<file path="src/shared/dmaw_cfg.svh">
// Register map, field positions, reset values and encodings of the DMA.
// Holds definitions only; included by the design files by bare name.
`ifndef DMAW_CFG_SVH
`define DMAW_CFG_SVH
`define DMAW_OFS_ISR 8'h00
`define DMAW_OFS_FLAG_CLEAR_REG 8'h04
`define DMAW_OFS_REQSEL 8'h08
`define DMAW_CH_BASE 4'h1
`define DMAW_SUB_CCR 2'h0
`define DMAW_SUB_PAR 2'h1
`define DMAW_SUB_MAR 2'h2
`define DMAW_SUB_NDT 2'h3
`define DMAW_F_ANY 0
`define DMAW_F_DONE 1
`define DMAW_F_HALF 2
`define DMAW_F_ERR 3
`define DMAW_W8 2'h0
`define DMAW_W16 2'h1
`define DMAW_W32 2'h2
`define DMAW_CCR_RST 32'h00000000
`define DMAW_WORD_RST 32'h00000000
`define DMAW_CNT_RST 16'h0000
`define DMAW_RSV_NIB 4'hF
`endif

</file>
<file path="src/shared/dmaw_pkg.sv">
// Types shared by the DMA width engine and its lane packer.
// Assumes nothing of its surroundings.
package dmaw_pkg;
	typedef enum logic [2:0]
	{
		DMAW_IDLE = 3'b001,
		DMAW_RD = 3'b010,
		DMAW_WR = 3'b100
	} dmaw_state_type;

	typedef struct packed
	{
		logic [16:0] rsvd;
		logic m2m;
		logic [1:0] prio;
		logic [1:0] mem_item_width;
		logic [1:0] src_item_width;
		logic rsvd_lo;
		logic mem_addr_step_en;
		logic periph_addr_step_en;
		logic dir;
		logic xfer_error_irq_en;
		logic half_done_irq_en;
		logic all_done_irq_en;
		logic en;
	} dmaw_ccr_type;

	typedef struct packed
	{
		logic valid;
		logic write;
		logic [1:0] size;
		logic [31:0] addr;
		logic [31:0] wdata;
	} dmaw_mreq_type;
endpackage : dmaw_pkg

</file>
<file path="src/rtl/dmaw_pack.sv">
// Width converter: picks the read item from its byte lane, zero-extends
// or truncates it to the destination width and replicates it on all lanes.
// Purely combinational; the caller registers the result.
`include "dmaw_cfg.svh"
module dmaw_pack
	import dmaw_pkg::*;
(
	input wire logic [31:0] i_rdata,
	input wire logic [1:0] i_lane,
	input wire logic [1:0] i_src_width,
	input wire logic [1:0] i_dst_width,
	output logic [31:0] o_wdata
);
	logic [31:0] shifted;
	logic [31:0] item;

	always_comb
	begin
		shifted = i_rdata >> {i_lane, 3'b000};
		unique case (i_src_width)
			`DMAW_W8: item = {24'h000000, shifted[7:0]};
			`DMAW_W16: item = {16'h0000, shifted[15:0]};
			default: item = shifted;
		endcase
		// Narrow writes keep the low part and repeat it on every lane.
		unique case (i_dst_width)
			`DMAW_W8: o_wdata = {4{item[7:0]}};
			`DMAW_W16: o_wdata = {2{item[15:0]}};
			default: o_wdata = item;
		endcase
	end
endmodule : dmaw_pack

</file>
<file path="src/rtl/dmaw_top.sv">
// Multi-channel DMA engine: width conversion, error handling, event flags.
// Assumes a word-only register port and a valid/ready master bus.
// Summary of operation
// - Each item converts between source and destination widths of 8, 16, 32.
// - A narrower source item lands in low bits, upper bits zero.
// - A 16-bit item to an 8-bit destination keeps its low byte.
// - A 32-bit item to a 16-bit destination keeps its low halfword.
// - Halfword to halfword is copied unchanged.
// - Destination address steps by its own width after each item.
// - Source steps by its width too, e.g. two while destination steps one.
// - The count is in items, one read and one write each.
// - Registers take word accesses only; narrower ones raise a fault.
// - Byte and halfword writes repeat the value on all lanes.
// - Access to the reserved region is a transfer error.
// - A transfer error clears the channel enable in hardware.
// - An error sets the error flag; interrupt only if enabled.
// - Each channel has half, complete and error events.
// - An event interrupts only when its flag and enable are set.
// - Each peripheral request line is muxed with the ADC request.
// - A per-channel select bit picks peripheral or ADC request.
// - A global flag per channel sets on any of its events.
// - Flags set by hardware; writing one to the clear register clears.
// - Equal priority goes to the lower channel index.
//
// Added by the designer: the register addresses and the plain strobed port.
`include "dmaw_cfg.svh"
module dmaw_top
	import dmaw_pkg::*;
#(
	parameter int NCH = 8
)
(
	input wire logic i_core_clk,
	input wire logic i_reset,
	input wire logic [7:0] i_reg_addr,
	input wire logic [31:0] i_reg_wdata,
	input wire logic i_reg_wr,
	input wire logic i_reg_rd,
	input wire logic i_reg_word,
	output logic [31:0] o_reg_rdata,
	output logic o_hard_fault,
	input wire logic [NCH-1:0] i_periph_req,
	input wire logic i_adc_req,
	output logic [NCH-1:0] o_req_ack,
	output dmaw_mreq_type o_mbus,
	input wire logic i_mbus_ready,
	input wire logic i_mbus_error,
	input wire logic [31:0] i_mbus_rdata,
	output logic [NCH-1:0] o_irq
);
	localparam int CW = 3;

	if (NCH < 1 || NCH > 8)
	begin : g_bad_nch
		$error("dmaw_top: NCH must lie between 1 and 8");
	end

	dmaw_ccr_type ccr_ff [NCH];
	dmaw_ccr_type nxt_ccr [NCH];
	logic [31:0] par_ff [NCH];
	logic [31:0] nxt_par [NCH];
	logic [31:0] mar_ff [NCH];
	logic [31:0] nxt_mar [NCH];
	logic [31:0] cur_p_ff [NCH];
	logic [31:0] nxt_cur_p [NCH];
	logic [31:0] cur_m_ff [NCH];
	logic [31:0] nxt_cur_m [NCH];
	logic [15:0] ndt_ff [NCH];
	logic [15:0] nxt_ndt [NCH];
	logic [15:0] rem_ff [NCH];
	logic [15:0] nxt_rem [NCH];
	logic [NCH-1:0] reqsel_ff, nxt_reqsel, ack_ff, nxt_ack;
	dmaw_state_type state_ff, nxt_state;
	logic [CW-1:0] ch_ff, nxt_ch, win;
	dmaw_mreq_type mreq_ff, nxt_mreq;
	logic [31:0] rdata_ff, nxt_rdata;
	logic fault_ff, nxt_fault;
	logic [NCH-1:0] ev_done, ev_half, ev_err, req_line, pend;
	logic [4*NCH-1:0] flags_all;
	logic [31:0] conv_wdata, src_a, dst_a;
	logic [1:0] src_w, dst_w;
	logic [3:0] rch_n;
	logic [CW-1:0] rch;
	logic rch_ok, reg_wr, reg_rd, any, xfer_err;
	dmaw_ccr_type cc;

	function automatic logic [31:0] step_of(input logic [1:0] w);
		step_of = (w == `DMAW_W8) ? 32'h00000001 :
			(w == `DMAW_W16) ? 32'h00000002 : 32'h00000004;
	endfunction : step_of

	assign reg_wr = i_reg_wr & i_reg_word;
	assign reg_rd = i_reg_rd & i_reg_word;
	assign rch_n = i_reg_addr[7:4] - `DMAW_CH_BASE;
	assign rch = rch_n[CW-1:0];
	assign rch_ok = (i_reg_addr[7:4] >= `DMAW_CH_BASE) && (rch_n < NCH);

	// The direction bit decides which port is read and which is written.
	assign cc = ccr_ff[ch_ff];
	assign src_w = cc.dir ? cc.mem_item_width : cc.src_item_width;
	assign dst_w = cc.dir ? cc.src_item_width : cc.mem_item_width;
	assign src_a = cc.dir ? cur_m_ff[ch_ff] : cur_p_ff[ch_ff];
	assign dst_a = cc.dir ? cur_p_ff[ch_ff] : cur_m_ff[ch_ff];

	dmaw_pack u_pack
	(
		.i_rdata(i_mbus_rdata),
		.i_lane(src_a[1:0]),
		.i_src_width(src_w),
		.i_dst_width(dst_w),
		.o_wdata(conv_wdata)
	);

	always_comb
	begin
		nxt_ccr = ccr_ff;
		nxt_par = par_ff;
		nxt_mar = mar_ff;
		nxt_cur_p = cur_p_ff;
		nxt_cur_m = cur_m_ff;
		nxt_ndt = ndt_ff;
		nxt_rem = rem_ff;
		nxt_reqsel = reqsel_ff;
		nxt_state = state_ff;
		nxt_ch = ch_ff;
		nxt_mreq = mreq_ff;
		nxt_ack = '0;
		nxt_rdata = `DMAW_WORD_RST;
		nxt_fault = (i_reg_wr | i_reg_rd) & ~i_reg_word;
		ev_done = '0;
		ev_half = '0;
		ev_err = '0;
		xfer_err = 1'b0;
		win = '0;
		any = 1'b0;
		// Later hits win: higher priority, then lower index.
		for (int p = 0; p < 4; p++)
			for (int c = NCH - 1; c >= 0; c--)
				if (pend[c] && ccr_ff[c].prio == 2'(p))
				begin
					win = CW'(c);
					any = 1'b1;
				end
		if (reg_wr && i_reg_addr == `DMAW_OFS_REQSEL)
			nxt_reqsel = i_reg_wdata[NCH-1:0];
		if (reg_wr && rch_ok)
		begin
			unique case (i_reg_addr[3:2])
				`DMAW_SUB_CCR:
				begin
					nxt_ccr[rch] = dmaw_ccr_type'(i_reg_wdata);
					nxt_ccr[rch].rsvd = '0;
					nxt_ccr[rch].rsvd_lo = 1'b0;
					if (!ccr_ff[rch].en && i_reg_wdata[0])
					begin
						nxt_cur_p[rch] = par_ff[rch];
						nxt_cur_m[rch] = mar_ff[rch];
					end
				end
				`DMAW_SUB_PAR: nxt_par[rch] = i_reg_wdata;
				`DMAW_SUB_MAR: nxt_mar[rch] = i_reg_wdata;
				`DMAW_SUB_NDT:
				begin
					nxt_ndt[rch] = i_reg_wdata[15:0];
					nxt_rem[rch] = i_reg_wdata[15:0];
				end
			endcase
		end
		if (reg_rd)
		begin
			if (i_reg_addr == `DMAW_OFS_ISR)
				nxt_rdata = 32'(flags_all);
			else if (i_reg_addr == `DMAW_OFS_REQSEL)
				nxt_rdata = 32'(reqsel_ff);
			else if (rch_ok)
			begin
				unique case (i_reg_addr[3:2])
					`DMAW_SUB_CCR: nxt_rdata = ccr_ff[rch];
					`DMAW_SUB_PAR: nxt_rdata = par_ff[rch];
					`DMAW_SUB_MAR: nxt_rdata = mar_ff[rch];
					`DMAW_SUB_NDT: nxt_rdata = {16'h0000, rem_ff[rch]};
				endcase
			end
		end
		unique case (state_ff)
			DMAW_IDLE:
			begin
				if (any)
				begin
					nxt_ch = win;
					nxt_state = DMAW_RD;
				end
			end
			DMAW_RD:
			begin
				if (!mreq_ff.valid)
				begin
					if (src_a[31:28] == `DMAW_RSV_NIB)
						xfer_err = 1'b1;
					else
						nxt_mreq = '{1'b1, 1'b0, src_w, src_a, 32'h00000000};
				end
				else if (i_mbus_ready)
				begin
					if (i_mbus_error || dst_a[31:28] == `DMAW_RSV_NIB)
						xfer_err = 1'b1;
					else
					begin
						nxt_mreq = '{1'b1, 1'b1, dst_w, dst_a, conv_wdata};
						nxt_state = DMAW_WR;
					end
				end
			end
			DMAW_WR:
			begin
				if (i_mbus_ready && i_mbus_error)
					xfer_err = 1'b1;
				else if (i_mbus_ready)
				begin
					nxt_mreq = '0;
					nxt_state = DMAW_IDLE;
					nxt_rem[ch_ff] = rem_ff[ch_ff] - 16'h0001;
					nxt_ack[ch_ff] = ~cc.m2m;
					if (cc.periph_addr_step_en)
						nxt_cur_p[ch_ff] = cur_p_ff[ch_ff] +
							step_of(cc.src_item_width);
					if (cc.mem_addr_step_en)
						nxt_cur_m[ch_ff] = cur_m_ff[ch_ff] +
							step_of(cc.mem_item_width);
					ev_done[ch_ff] = (nxt_rem[ch_ff] == 16'h0000);
					ev_half[ch_ff] = (ndt_ff[ch_ff][15:1] != 15'h0000) &&
						(nxt_rem[ch_ff] == {1'b0, ndt_ff[ch_ff][15:1]});
				end
			end
		endcase
		if (xfer_err)
		begin
			nxt_mreq = '0;
			nxt_state = DMAW_IDLE;
			nxt_ccr[ch_ff].en = 1'b0;
			ev_err[ch_ff] = 1'b1;
		end
	end

	always_ff @(posedge i_core_clk or posedge i_reset)
	begin
		if (i_reset)
		begin
			for (int c = 0; c < NCH; c++)
			begin
				ccr_ff[c] <= `DMAW_CCR_RST;
				par_ff[c] <= `DMAW_WORD_RST;
				mar_ff[c] <= `DMAW_WORD_RST;
				cur_p_ff[c] <= `DMAW_WORD_RST;
				cur_m_ff[c] <= `DMAW_WORD_RST;
				ndt_ff[c] <= `DMAW_CNT_RST;
				rem_ff[c] <= `DMAW_CNT_RST;
			end
			reqsel_ff <= '0;
			ack_ff <= '0;
			state_ff <= DMAW_IDLE;
			ch_ff <= '0;
			mreq_ff <= '0;
			rdata_ff <= `DMAW_WORD_RST;
			fault_ff <= 1'b0;
		end
		else
		begin
			ccr_ff <= nxt_ccr;
			par_ff <= nxt_par;
			mar_ff <= nxt_mar;
			cur_p_ff <= nxt_cur_p;
			cur_m_ff <= nxt_cur_m;
			ndt_ff <= nxt_ndt;
			rem_ff <= nxt_rem;
			reqsel_ff <= nxt_reqsel;
			ack_ff <= nxt_ack;
			state_ff <= nxt_state;
			ch_ff <= nxt_ch;
			mreq_ff <= nxt_mreq;
			rdata_ff <= nxt_rdata;
			fault_ff <= nxt_fault;
		end
	end

	assign o_reg_rdata = rdata_ff;
	assign o_hard_fault = fault_ff;
	assign o_req_ack = ack_ff;
	assign o_mbus = mreq_ff;

	for (genvar c = 0; c < NCH; c++)
	begin : g_ch
		logic [3:0] flg_ff, nxt_flg, clr, set;
		logic irq_ff, nxt_irq;

		// A channel is not offered again while its acknowledge is out.
		assign req_line[c] = reqsel_ff[c] ? i_adc_req : i_periph_req[c];
		assign pend[c] = ccr_ff[c].en && rem_ff[c] != 16'h0000 &&
			(ccr_ff[c].m2m || (req_line[c] && !ack_ff[c]));

		always_comb
		begin
			clr = (reg_wr && i_reg_addr == `DMAW_OFS_FLAG_CLEAR_REG) ?
				i_reg_wdata[4*c +: 4] : 4'h0;
			set = {ev_err[c], ev_half[c], ev_done[c],
				ev_err[c] | ev_half[c] | ev_done[c]};
			nxt_flg = (flg_ff & ~clr) | set;
			nxt_irq = |(nxt_flg[3:1] & {ccr_ff[c].xfer_error_irq_en,
				ccr_ff[c].half_done_irq_en, ccr_ff[c].all_done_irq_en});
		end

		always_ff @(posedge i_core_clk or posedge i_reset)
		begin
			if (i_reset)
			begin
				flg_ff <= 4'h0;
				irq_ff <= 1'b0;
			end
			else
			begin
				flg_ff <= nxt_flg;
				irq_ff <= nxt_irq;
			end
		end

		assign flags_all[4*c +: 4] = flg_ff;
		assign o_irq[c] = irq_ff;

	end
endmodule : dmaw_top

</file>
<file path="config.mk">
export PLATFORM = sky130hd
export DESIGN_NAME = dmaw_top
export DESIGN_NICKNAME = d
export VERILOG_FILES = /design/src/shared/dmaw_pkg.sv /design/src/rtl/dmaw_pack.sv /design/src/rtl/dmaw_top.sv
export VERILOG_INCLUDE_DIRS = /design/src /design/src/shared
export SDC_FILE = /design/constraint.sdc
export NUM_CORES = 2
export LEC_CHECK = 0
export BUFFER_PORTS_ARGS = -buffer_cell sky130_fd_sc_hd__buf_2
export CAP_MARGIN = 20
export CELL_PAD_IN_SITES_DETAIL_PLACEMENT = 0
export CELL_PAD_IN_SITES_GLOBAL_PLACEMENT = 1
export CORE_ASPECT_RATIO = 0.8
export CORE_MARGIN = 4
export CORE_UTILIZATION = 49
export DETAILED_ROUTE_END_ITERATION = 7
export PLACE_DENSITY = 0.88
export SYNTH_ARGS = -nofsm -noshare
export SYNTH_HDL_FRONTEND = slang
export SYNTH_SLANG_ARGS = --single-unit
</file>
<file path="constraint.sdc">
create_clock -name i_core_clk -period 113.1 [get_ports i_core_clk]
set_clock_uncertainty 0.2 [all_clocks]
set_input_delay 5.655 -clock i_core_clk [delete_from_list [all_inputs] [get_ports i_core_clk]]
set_output_delay 5.655 -clock i_core_clk [all_outputs]
set_load 0.02 [all_outputs]
</file>
==> impl_metrics.py <==
metrics = {
    "run_status": {
        "outcome": "completed",
    },
    "clock_network": {
        "post-cts-setup-buffers": 0,
        "cts_resized": 0,
        "htree_levels": 4,
        "clk_path_buf_depth": 3,
        "cts_buffers": 170,
        "cts_hold_buffers": 0,
        "clk_latency_ns": 0.87,
        "clk_pin_slew_ns": 0.06,
        "root_buffer": "clkbuf_16",
        "cts_tree": "yes",
        "cts.sinks": 1691,
    },
    "placement": {
        "port_buffers": 204,
        "routabilityCongestion": 1.00,
        "dp.cells": 9749,
        "hpwl_mm": 195,
    },
    "logic_synthesis": {
        "syn-cell-area_um2": 82800,
        "synth-main-ff-cell": "dfrtp_1",
        "async_flop_share_pct": 100,
        "synth.distinct_cells": 103,
        "syn-num-nets": 7961,
        "synth_cells": 7862,
        "synth_edf_count": 0,
        "avgSynthCellArea_um2": 10.5,
        "seq_area_frac_synth_pct": 51.1,
        "yosysWarnings": 0,
        "ys_seq_elements": 1691,
    },
    "timing": {
        "post-route-period-util_pct": 9.61,
        "slew_headroom_pct": 18.6,
        "setup_tns_ns": 0,
        "slew_violations": 0,
        "hold_viol": 0,
        "fmax_ghz": 0.0920,
        "setup_viol": 0,
        "period_needed_ns": 10.87,
        "rsz0062_at_grt": "no",
        "tightestPinTransition_ns": 1.21,
    },
    "finish": {
        "instances_no_fill": 10100,
        "layout_commonest_cell": "dfrtp_1",
        "syn2layout_area_growth_pct": 10.5,
        "fillers": 14200,
        "nNetsFinal": 7786,
        "drive_gt1_share_pct": 20.6,
        "final_cell_mix": "1,687 x dfrtp_1, 1,175 x nand2_1, 739 x mux2_2, 544 x o21ai_0, 510 x o211ai_1",
    },
    "die": {
        "dieArea_um2": 176000,
        "initial_core_util_pct": 49.5,
        "pin_count": 205,
        "row_count": 134,
        "die_x_um": 467,
        "die_h_um": 376,
        "coreArea_um2": 167000,
    },
    "power": {
        "power.leakage_nw": 40.8,
        "switching_share_pct": 35.1,
        "ir_drop_mv": 0.0135,
        "p_seq_share_pct": 40.3,
        "pwr-share-clk_pct": 33.5,
        "p_per_area_nw_per_um2": 19.6,
        "intPower_mw": 1.16,
        "comb_power_share_pct": 26.2,
        "p_sw_uw": 628,
    },
    "global_routing": {
        "grt_use_met3_pct": 12.1,
        "antenna_found_initial": 26,
        "first_global_vias": 67200,
        "grt_max_degree": 164,
        "overflow": 0,
        "grt_use_total_pct": 34.9,
        "grt_pass1_wl_mm": 458,
        "grt-busiest-layer": "met2",
        "met1_usage_pct": 47.1,
        "grt_util_met2_pct": 48.8,
    },
    "detailed_routing": {
        "wl_per_cell_um": 31.0,
        "viasPerCell": 6.89,
        "postRouteAntennaNets": 0,
        "drc_errors": 0,
        "drt-initial-drc-count": 10300,
        "dr.pass1.iters": 7,
        "routed_wl_mm": 313,
        "vias": 69500,
    },
    "worst_setup_path": {
        "cp_slowest_cell": "xor2_1",
        "cp_max_fo": 66,
        "max_stage_delay_ns": 0.79,
        "worstSetupStartpointType": "primary input",
        "path_cells": "buf_2, inv_1, ha_1, xor2_1, nand2_1, buf_4, o22ai_1, or4_1, nand2_1, nor2_4, buf_4, buf_4, nand2_1, o211ai_1, o21ai_0",
        "cp.required_ns": 113.58,
        "cp.arrival_ns": 11.34,
        "crit_path_end_kind": "register",
        "crit_type": "in2reg",
    },
    "job": {
        "cap_violations": 0,
    },
    "worst_hold_path": {
        "hold_path.class": "reg2reg",
    },
}
[kinds of logic (layout without fill, tap and decap cells)]
group	count (synthesis)	after routing	synth area share (%)
compound gates	2264	2264	18.6
other cells	0	15	0
buf+inv	794	760	3.95
flops	1691	1691	51.1
fa+ha+maj	11	11	0.184
mux	970	970	13.9
xor+xnor	82	82	0.934
simple gates	2050	2050	11.2
[stage by stage]
step / power (mW) / setup WS [ns] / hold WS, ns / area (um2) / utilization, %
after floorplan: 1.01 / 59.52 / 0.239 / 82800 / -
after global placement: 1.17 / 101.75 / 0.253 / 85300 / 51.0
after detailed placement: 1.18 / 101.57 / 0.257 / 85300 / 51.0
after CTS: 1.77 / 102.43 / 0.272 / 91200 / 54.5
after global routing: 1.84 / 101.96 / 0.292 / 91400 / 54.6
final: 1.79 / 102.23 / 0.272 / 91400 / 54.6
[path summary, 6_finish.rpt]
kind	startpoint	depth (start not counted)	slack, ns	end
min reg2reg	o_mbus[31]$_DFFE_PP0P_	1	0.27	o_mbus[31]$_DFFE_PP0P_
max in group asynchronous	i_reset	7	103.32	cur_m_ff[104]$_DFF_PP0_
min	o_mbus[31]$_DFFE_PP0P_	1	0.27	o_mbus[31]$_DFFE_PP0P_
max	i_reg_addr[4]	15	102.23	cur_m_ff[167]$_DFF_PP0_
max reg2reg	ch_ff[0]$_DFFE_PP0P_	19	104.51	cur_m_ff[154]$_DFF_PP0_
min in group asynchronous	i_reset	2	4.78	ccr_ff[255]$_DFFE_PP0P_
[state kept, by name, summed over array words and instances (netlist names), 68 cells and up]
register	cells
ccr_ff	256
cur_m_ff	256
cur_p_ff	256
mar_ff	256
par_ff	256
rem_ff	128
ndt_ff	120
o_mbus	68
[area by class of cell]
| type | count | area (um2) | area share, % |
|---|---|---|---|
| antenna | 15 | 37.5 | 0.0411 |
| clock buffer | 241 | 4880 | 5.34 |
| clock inverter | 72 | 982 | 1.07 |
| inverter | 45 | 178 | 0.194 |
| multi-input combinational | 5377 | 37500 | 41.0 |
| sequential | 1691 | 42300 | 46.3 |
| tap | 2244 | 2810 | 3.07 |
| timing repair buffer | 402 | 2700 | 2.96 |
[critical path, delay by kind of cell]
kind | cells | cell delay (ns)
compound gates | 3 | 0.49
xor+xnor | 1 | 0.79
fa+ha+maj | 1 | 0.28
buf+inv | 5 | 2.26
simple gates | 5 | 1.71
[metal layers]
metal	share of wire (%)	vias up
met1	38	34900
li1	-	28600
met3	14	1051
met2	42	4888
met5	0.033	-
met4	6.6	16
[power groups by stage]
stage	combinational [mW]	sequential (mW)	clock, mW
after floorplan	0.281	0.725	0
after global placement	0.443	0.725	0
after detailed placement	0.450	0.728	0
after CTS	0.451	0.718	0.601
after global routing	0.490	0.726	0.626
final	0.468	0.721	0.599
[synthesized netlist by cell type (15+ instances only)]
cell      number  area, um2
nor2b_1       21        131
o21ai_0      544       2720
mux4_2        71       1600
a211oi_1      23        173
mux2i_1      151       1510
buf_2         43        215
nand3_1       53        265
o22ai_1      181       1130
xor2_1        32        280
nor2_1       269       1010
a22oi_1      237       1780
a21o_1        21        158
a32o_1        16        160
a22o_1       111        972
nand2_1     1202       4510
clkbuf_1     555       2080
a221oi_1     142       1240
nand4_1       23        144
and3_1        90        563
o211ai_1     510       3830
o21ai_1       74        370
or4_1         39        293
o21bai_1      15        113
inv_1         42        158
nor3_1        37        185
a31oi_1       74        463
nand2b_1      26        163
a221o_1       25        250
xnor2_1       46        403
buf_6         18        203
mux2_2       739       8320
dfrtp_1     1690      42300
a21boi_0      17        128
a21oi_1      158        791
buf_1        107        402
buf_4         26        195
and2_1       162       1010
nor4_1        43        269
Note: power is estimated with default switching activity, not from simulation.
